[src/pkg/wtu_pkg.sv]
// constants, types and behaviour summary of the watchdog timer unit
// What this block does
// [RULE1] The watchdog is an 11-bit prescaler feeding an 8-bit up-counter that software sees as watchdog_count.
// [RULE2] The prescaler advances once per cycle of the dedicated watchdog oscillator (nominal 1 MHz, +100%/-50%).
// [RULE3] watchdog_count increments once every 2048 oscillator cycles, each time the prescaler wraps.
// [RULE4] An overflow of watchdog_count while enabled resets the chip and drives a 16x2048-cycle pulse on the reset pin.
// [RULE5] The internal watchdog reset is raised even while an outside circuit holds the reset pin low.
// [RULE6] Any reset loads watchdog_control with a5; while it holds a5 the oscillator stops and both counters stay clear (code runs it during the reset pulse).
// [RULE7] Any watchdog_control value other than a5 runs the oscillator and enables the watchdog.
// [RULE8] Software may read watchdog_count at any time while it counts, without stopping it.
// [RULE9] A write to watchdog_count takes effect only while watchdog_control holds 5a, and is ignored otherwise.
// [RULE10] An accepted count write clears the prescaler and clears watchdog_control to zero, locking further writes.
// [RULE11] Oscillator increments are blocked during any software read or write of watchdog_count.
// [RULE12] The timeout is (256 - loaded count) x 2048 divided by the oscillator frequency.
// [RULE13] Software must write 5a to watchdog_control and reload watchdog_count before the timeout expires.
// [RULE14] Oscillator increments are synchronised into the system clock domain before they touch the count.
package wtu_pkg;

    // register space
    localparam logic [7:0] WTU_ADDR_CONTROL = 8'ha5;
    localparam logic [7:0] WTU_ADDR_COUNT = 8'hff;
    localparam logic [7:0] WTU_CONTROL_RESET = 8'ha5;
    localparam logic [7:0] WTU_COUNT_RESET = 8'h00;
    localparam logic [7:0] WTU_CONTROL_HALT = 8'ha5;
    localparam logic [7:0] WTU_CONTROL_UNLOCK = 8'h5a;
    localparam logic [7:0] WTU_CONTROL_LOCKED = 8'h00;
    localparam logic [7:0] WTU_RDATA_RESET = 8'h00;

    // widths
    localparam int WTU_PRESCALE_BITS = 11;
    localparam int WTU_COUNT_BITS = 8;
    localparam int WTU_PULSE_BITS = 16;

    // timing
    localparam int WTU_OSC_FREQ_HZ = 1000000;
    localparam int WTU_OSC_PER_COUNT = 2048;
    localparam int WTU_PULSE_MULT = 16;
    localparam int WTU_PULSE_OSC_CYCLES = WTU_PULSE_MULT * WTU_OSC_PER_COUNT;
    localparam int WTU_SYS_FREQ_HZ = 40000000;
    localparam int WTU_SYNC_STAGES = 2;

    // special-function-register access from the core
    typedef struct packed {
        logic [7:0] addr;
        logic rd;
        logic wr;
        logic [7:0] wdata;
    } wtu_sfr_req_s;

    // reset pin drive (open drain, low only)
    typedef struct packed {
        logic out;
        logic oe;
    } wtu_pin_drv_s;

    typedef enum logic [0:0] {
        WTU_ST_RUN = 1'b0,
        WTU_ST_PULSE = 1'b1
    } wtu_state_e;

    // timeout in oscillator cycles for a loaded count
    function automatic int wtu_timeout_osc_cycles(input logic [7:0] loaded);
        wtu_timeout_osc_cycles = (256 - int'(loaded)) * WTU_OSC_PER_COUNT; // RULE12
    endfunction : wtu_timeout_osc_cycles

endpackage : wtu_pkg

[src/wtu_osc_sync.sv]
// two-stage synchroniser and rising edge detect for the watchdog oscillator
`timescale 1ns/10ps
module wtu_osc_sync
    import wtu_pkg::*;
(
    // clock and reset
    input wire logic sys_clk,
    input wire logic rst,
    // oscillator pin
    input wire logic osc_in,
    // one-cycle pulse per oscillator rising edge
    output logic osc_tick
);

    logic [WTU_SYNC_STAGES-1:0] sync_q;
    logic last_q;

    // two flops before any logic reads the pin
    always_ff @(posedge sys_clk)
    begin
        if (rst)
        begin
            sync_q <= '0;
        end
        else
        begin
            sync_q <= {sync_q[WTU_SYNC_STAGES-2:0], osc_in}; // RULE14
        end
    end

    always_ff @(posedge sys_clk)
    begin
        if (rst)
        begin
            last_q <= 1'b0;
        end
        else
        begin
            last_q <= sync_q[WTU_SYNC_STAGES-1];
        end
    end

    assign osc_tick = sync_q[WTU_SYNC_STAGES-1] & ~last_q;

endmodule : wtu_osc_sync

[src/wtu_watchdog.sv]
// watchdog timer unit: prescaler, count, control register and reset pulse
`timescale 1ns/10ps
module wtu_watchdog
    import wtu_pkg::*;
#(
    parameter int PULSE_OSC_CYCLES = WTU_PULSE_OSC_CYCLES
)
(
    // clock and reset
    input wire logic sys_clk,
    input wire logic rst,

    // dedicated watchdog oscillator
    input wire logic osc_in,
    output logic osc_run_q,

    // special-function-register access
    input wire wtu_sfr_req_s sfr_req,
    output logic [7:0] sfr_rdata_q,

    // chip reset request and reset pin drive
    output logic wd_reset_q,
    output wtu_pin_drv_s rst_pin_q
);

    localparam logic [WTU_PULSE_BITS-1:0] PULSE_LAST = WTU_PULSE_BITS'(PULSE_OSC_CYCLES - 1);
    localparam logic [WTU_PRESCALE_BITS-1:0] PRESCALE_LAST = WTU_PRESCALE_BITS'(WTU_OSC_PER_COUNT - 1);
    localparam logic [WTU_COUNT_BITS-1:0] COUNT_LAST = {WTU_COUNT_BITS{1'b1}};

    // registers
    logic [7:0] control_q;
    logic [WTU_COUNT_BITS-1:0] count_q;
    logic [WTU_PRESCALE_BITS-1:0] prescale_q;
    logic [WTU_PULSE_BITS-1:0] pulse_cnt_q;
    wtu_state_e state_q;

    // reset pin flops
    logic pin_out_q;
    logic pin_oe_q;

    // decoded access
    logic count_sel;
    logic control_sel;
    logic count_access;
    logic count_wr;
    logic count_wr_ok;
    logic control_wr;
    logic count_rd;
    logic control_rd;

    // oscillator-derived events
    logic osc_tick;
    logic enabled;
    logic count_tick;
    logic prescale_wrap;
    logic overflow;
    logic pulse_tick;
    logic pulse_done;
    logic in_pulse;

    wtu_osc_sync u_sync
    (
        .sys_clk(sys_clk),
        .rst(rst),
        .osc_in(osc_in),
        .osc_tick(osc_tick)
    );

    // register decode
    assign count_sel = (sfr_req.addr == WTU_ADDR_COUNT);
    assign control_sel = (sfr_req.addr == WTU_ADDR_CONTROL);
    assign count_access = count_sel & (sfr_req.rd | sfr_req.wr);
    assign count_wr = count_sel & sfr_req.wr;
    assign count_wr_ok = count_wr & (control_q == WTU_CONTROL_UNLOCK); // RULE9
    assign control_wr = control_sel & sfr_req.wr;

    // read decode
    assign count_rd = count_sel & sfr_req.rd;
    assign control_rd = control_sel & sfr_req.rd;

    // watchdog enable
    assign enabled = (control_q != WTU_CONTROL_HALT); // RULE7

    // chip held in reset while the pulse runs
    assign in_pulse = (state_q == WTU_ST_PULSE);

    // increments, suppressed during a count access
    assign count_tick = osc_tick & enabled & ~count_access & (state_q == WTU_ST_RUN); // RULE2 RULE11
    assign prescale_wrap = count_tick & (prescale_q == PRESCALE_LAST); // RULE3
    assign overflow = prescale_wrap & (count_q == COUNT_LAST); // RULE4

    // pulse timing on the oscillator
    assign pulse_tick = osc_tick & (state_q == WTU_ST_PULSE);
    assign pulse_done = pulse_tick & (pulse_cnt_q == PULSE_LAST);

    // control register
    always_ff @(posedge sys_clk)
    begin
        if (rst)
        begin
            control_q <= WTU_CONTROL_RESET; // RULE6
        end
        else if (overflow || in_pulse)
        begin
            control_q <= WTU_CONTROL_RESET; // RULE6
        end
        else if (count_wr_ok)
        begin
            control_q <= WTU_CONTROL_LOCKED; // RULE10
        end
        else if (control_wr)
        begin
            control_q <= sfr_req.wdata;
        end
    end

    // prescaler
    always_ff @(posedge sys_clk)
    begin
        if (rst)
        begin
            prescale_q <= '0;
        end
        else if (!enabled || overflow || count_wr_ok)
        begin
            prescale_q <= '0; // RULE6 RULE10
        end
        else if (count_tick)
        begin
            prescale_q <= prescale_q + 1'b1; // RULE1 RULE2
        end
    end

    // watchdog count
    always_ff @(posedge sys_clk)
    begin
        if (rst)
        begin
            count_q <= WTU_COUNT_RESET;
        end
        else if (overflow)
        begin
            count_q <= WTU_COUNT_RESET;
        end
        else if (count_wr_ok)
        begin
            count_q <= sfr_req.wdata; // RULE9 RULE12
        end
        else if (!enabled)
        begin
            count_q <= WTU_COUNT_RESET; // RULE6
        end
        else if (prescale_wrap)
        begin
            count_q <= count_q + 1'b1; // RULE1 RULE3
        end
    end

    // reset pulse sequence
    always_ff @(posedge sys_clk)
    begin
        if (rst)
        begin
            state_q <= WTU_ST_RUN;
        end
        else
        begin
            unique case (state_q)
                WTU_ST_RUN:
                begin
                    if (overflow)
                    begin
                        state_q <= WTU_ST_PULSE; // RULE4
                    end
                end
                WTU_ST_PULSE:
                begin
                    if (pulse_done)
                    begin
                        state_q <= WTU_ST_RUN;
                    end
                end
            endcase
        end
    end

    // pulse length counter in oscillator cycles
    always_ff @(posedge sys_clk)
    begin
        if (rst)
        begin
            pulse_cnt_q <= '0;
        end
        else if (overflow || pulse_done)
        begin
            pulse_cnt_q <= '0;
        end
        else if (pulse_tick)
        begin
            pulse_cnt_q <= pulse_cnt_q + 1'b1; // RULE4
        end
    end

    // internal chip reset, not gated by the pin level
    always_ff @(posedge sys_clk)
    begin
        if (rst)
        begin
            wd_reset_q <= 1'b0;
        end
        else if (overflow)
        begin
            wd_reset_q <= 1'b1; // RULE4 RULE5
        end
        else if (pulse_done)
        begin
            wd_reset_q <= 1'b0;
        end
    end

    // reset pin: open drain, pulled low during the pulse
    always_ff @(posedge sys_clk)
    begin
        if (rst)
        begin
            pin_out_q <= 1'b0;
        end
        else
        begin
            pin_out_q <= 1'b0;
        end
    end

    always_ff @(posedge sys_clk)
    begin
        if (rst)
        begin
            pin_oe_q <= 1'b0;
        end
        else if (overflow)
        begin
            pin_oe_q <= 1'b1; // RULE4
        end
        else if (pulse_done)
        begin
            pin_oe_q <= 1'b0;
        end
    end

    // pin drive straight from its flops
    assign rst_pin_q = '{out: pin_out_q, oe: pin_oe_q};

    // oscillator run request, kept on while the pulse is timed
    always_ff @(posedge sys_clk)
    begin
        if (rst)
        begin
            osc_run_q <= 1'b0; // RULE6
        end
        else if (overflow)
        begin
            osc_run_q <= 1'b1;
        end
        else if (state_q == WTU_ST_PULSE && !pulse_done)
        begin
            osc_run_q <= 1'b1;
        end
        else if (count_wr_ok)
        begin
            osc_run_q <= 1'b1; // RULE10
        end
        else if (control_wr)
        begin
            osc_run_q <= (sfr_req.wdata != WTU_CONTROL_HALT); // RULE7
        end
        else
        begin
            osc_run_q <= enabled; // RULE6 RULE7
        end
    end

    // read data, count read on the fly
    always_ff @(posedge sys_clk)
    begin
        if (rst)
        begin
            sfr_rdata_q <= WTU_RDATA_RESET;
        end
        else if (count_rd)
        begin
            sfr_rdata_q <= count_q; // RULE8
        end
        else if (control_rd)
        begin
            sfr_rdata_q <= control_q;
        end
        else if (sfr_req.rd)
        begin
            sfr_rdata_q <= WTU_RDATA_RESET;
        end
    end

endmodule : wtu_watchdog

[config.mk]
export PLATFORM = sky130hd
export DESIGN_NAME = wtu_watchdog
export DESIGN_NICKNAME = d
export VERILOG_FILES = /design/src/pkg/wtu_pkg.sv /design/src/wtu_osc_sync.sv /design/src/wtu_watchdog.sv
export SDC_FILE = /design/constraint.sdc
export NUM_CORES = 1
export LEC_CHECK = 0
export ABC_CLOCK_PERIOD_IN_PS = 3600
export BUFFER_PORTS_ARGS = -buffer_cell sky130_fd_sc_hd__buf_2
export CAP_MARGIN = 25
export CORE_UTILIZATION = 30
export CTS_CLUSTER_DIAMETER = 30
export DETAILED_ROUTE_END_ITERATION = 8
export SLEW_MARGIN = 20
export SYNTH_ARGS = -nofsm -noshare
export SYNTH_HDL_FRONTEND = slang
export SYNTH_SLANG_ARGS = --single-unit
export TNS_END_PERCENT = 5
[constraint.sdc]
create_clock -name sys_clk -period 3.6 [get_ports sys_clk]
set_input_delay 0.36 -clock sys_clk [delete_from_list [all_inputs] [get_ports sys_clk]]
set_output_delay 0.36 -clock sys_clk [all_outputs]
set_load 0.05 [all_outputs]
==> metrics.cfg <==
[status]
status = finished, final reports clean

[job]
drv_cap = 0

[finish]
antenna_cells = 0
fill_cells = 954
drive_gt1_frac = 0.1737
layout_commonest_cell = dfxtp_1
nets = 376
final_core_util = 0.3601
final_cell_mix = dfxtp_1 (57), nor2_1 (46), buf_2 (31), nand2_1 (20), xnor2_1 (17)
syn_to_final_growth_pct = 16.11

[critical_path]
timing.rr.start = control_q[3]
crit_path_max_fanout = 18
cp.arrival_ns = 2.58
crit_path_start_kind = flop
r2r-end = control_q[0]
rr_worst_depth = 5
crit_type = reg -> reg
reg2reg_slack_ns = 1.25
crit_path_end_kind = flop
cp.required_ns = 3.83

[place]
dp_slack_ns = 1.260
dp_hpwl_um = 4693
port_buffers = 31
place.gp.congestion = 0.8001

[cts]
cts_htree_levels = 3
cts_tree = built
post_cts_resized = 0
hold_buffers = 0
cts_sinks = 57
cts.clk_slew.worst_paths_ns = 0.07
cts-buffers-inserted = 9
clock_path_buffers = 2
root_buffer = clkbuf_8
clkLatencyLatePin_ns = 0.34
cts_setup_buffers = 0

[power]
power.switching_mw = 0.3292
comb_power_share = 0.044
power_mw = 1.378
p_leak_nw = 1.127
pwr-share-seq = 0.464
power_density_mw_per_mm2 = 414.2
pwr-share-clk = 0.492
swShare = 0.2389
p_int_mw = 1.049
irDropWorstVdd_uv = 208.0

[synth]
synth_seq_area_share = 0.3983
post-synth-top-area-cell = dfxtp_1
ys_ff_latch = 57
syn_area_per_cell_um2 = 8.843
synth_enable_flop_cells = 0
synth_area_leaders = dfxtp_1 (40%), nor2_1 (6.0%), xnor2_1 (5.2%)
syn_area_mm2 = 0.002865
syn-num-nets = 348
synthFlopType = dfxtp_1
netlist.area_leader.share = 0.3983
async_flop_share = 0
yosysUniqueCellTypes = 54
syn_inst = 324
yosysWarnings = 0

[sta]
rsz0062_at_grt = no
maxSlewViolCount = 0
final-hold-violation-count = 0
finalSetupViolCount = 0
fin_ws_ns = 1.251
slew_headroom = 0.4461
tightest_slew_ns = 0.8245
finalCritPeriodShare = 0.6526
fin_crit_ns = 2.349
fin_tns_setup_ns = 0
finClkSkew_ns = 0.008930
max_freq_mhz = 425.7
whs_ns = 0.2377

[hold_path]
hold_path.class = in -> reg
min_from = osc_in
hold_end = u_sync.sync_q[0]
hold_depth = 2

[drt]
drtPass1Iterations = 4
wl_um = 6565
routedWlPerCell_um = 13.51
drcViolationCount = 0
viasPerCell = 4.981
drtAntennaViolNets = 0
drt_iter0_drc = 215
via_count = 2421

[global_routing]
antenna_found_initial = 0
overflow = 0
grt_pass1_wl_um = 10920
grt_max_degree = 20
track_usage = 0.1409
first_global_vias = 2245

[floorplanning]
ioPinCount = 33
die_area_mm2 = 0.009946
core-area_mm2 = 0.009240
fp.dieH_um = 99.73
start_util = 0.3101
num_rows = 35
die_w_um = 99.73

cell usage after synthesis (8+ instances only):
cell type,count
dfxtp_1,57
nor2_1,46
nand2_1,20
xnor2_1,17
nand3_1,13
a211oi_1,12
a21oi_1,11
nand4_1,10
nor4_1,10
a22oi_1,8
xor2_1,8
metal layers:
metal  routed length (um)  global-route usage
met5                    0                   0
met2                 2975              0.2196
met1                 3185              0.1852
met4                  135             0.05204
met3                  269             0.03865
logic make-up (layout without fill, tap and decap cells):
group,count (synthesis),after routing,share of synthesized area
other,1,1,0.001309
muxes,11,11,0.04017
and+or+nand+nor,154,154,0.3031
adders and majority gates,3,3,0.01310
DFF,57,57,0.3983
AOI/OAI and AO/OA,52,52,0.1262
xor gates and xnor gates,25,25,0.07642
buffers and inverters,21,54,0.04148
how the worst max path moves through the flow:
stage / slack, ns / end / startpoint
CTS: 1.25 / control_q[0] / control_q[3]
floorplan: 1.55 / control_q[0] / sfr_req[11]
finish: 1.25 / control_q[0] / control_q[3]
global route: 1.03 / pulse_cnt_q[5] / in_pulse
detailed placement: 1.26 / control_q[0] / control_q[3]
global placement: 1.30 / control_q[7] / control_q[3]
through the flow:
stage / instance area, um2 / cells
after floorplan: 2865 / 324
after global placement: 3100 / 470
after detailed placement: 3100 / 470
after CTS: 3327 / 486
after global routing: 3327 / 486
final: 3327 / 486
registers in the layout, summed over array words and instances (netlist names):
register / cells
control_q: 8
count_q: 8
in_pulse: 1
osc_run_q: 1
pin_oe_q: 1
prescale_q: 11
pulse_cnt_q: 16
sfr_rdata_q: 8
u_sync.last_q: 1
u_sync.sync_q: 2
critical path, cell delays in order (launching register included):
cell,delay (ns)
dfxtp_1,0.37
or4b_4,0.61
o21ai_4,0.32
or4b_4,0.23
nand2b_2,0.27
or3_1,0.43
power groups by stage:
| stage | clock (mW) | sequential, mW | combinational, mW |
|---|---|---|---|
| global placement | 0 | 0.654 | 0.0606 |
| detailed placement | 0 | 0.653 | 0.0610 |
| CTS | 0.691 | 0.639 | 0.0611 |
| floorplan | 0 | 0.669 | 0.0261 |
| finish | 0.678 | 0.639 | 0.0604 |
| global route | 0.728 | 0.639 | 0.0652 |
area by class of cell:
cell class | instances | area [um2] | share of cell area
clock buffer | 9 | 123.9 | 0.03723
clock inverter | 7 | 102.6 | 0.03084
inverter | 4 | 15.01 | 0.004513
multi-input combinational | 246 | 1605 | 0.4825
sequential | 57 | 1141 | 0.3430
tap | 129 | 161.4 | 0.04851
timing repair buffer | 34 | 177.7 | 0.05340
No activity file was read; power rests on OpenSTA's default activity.
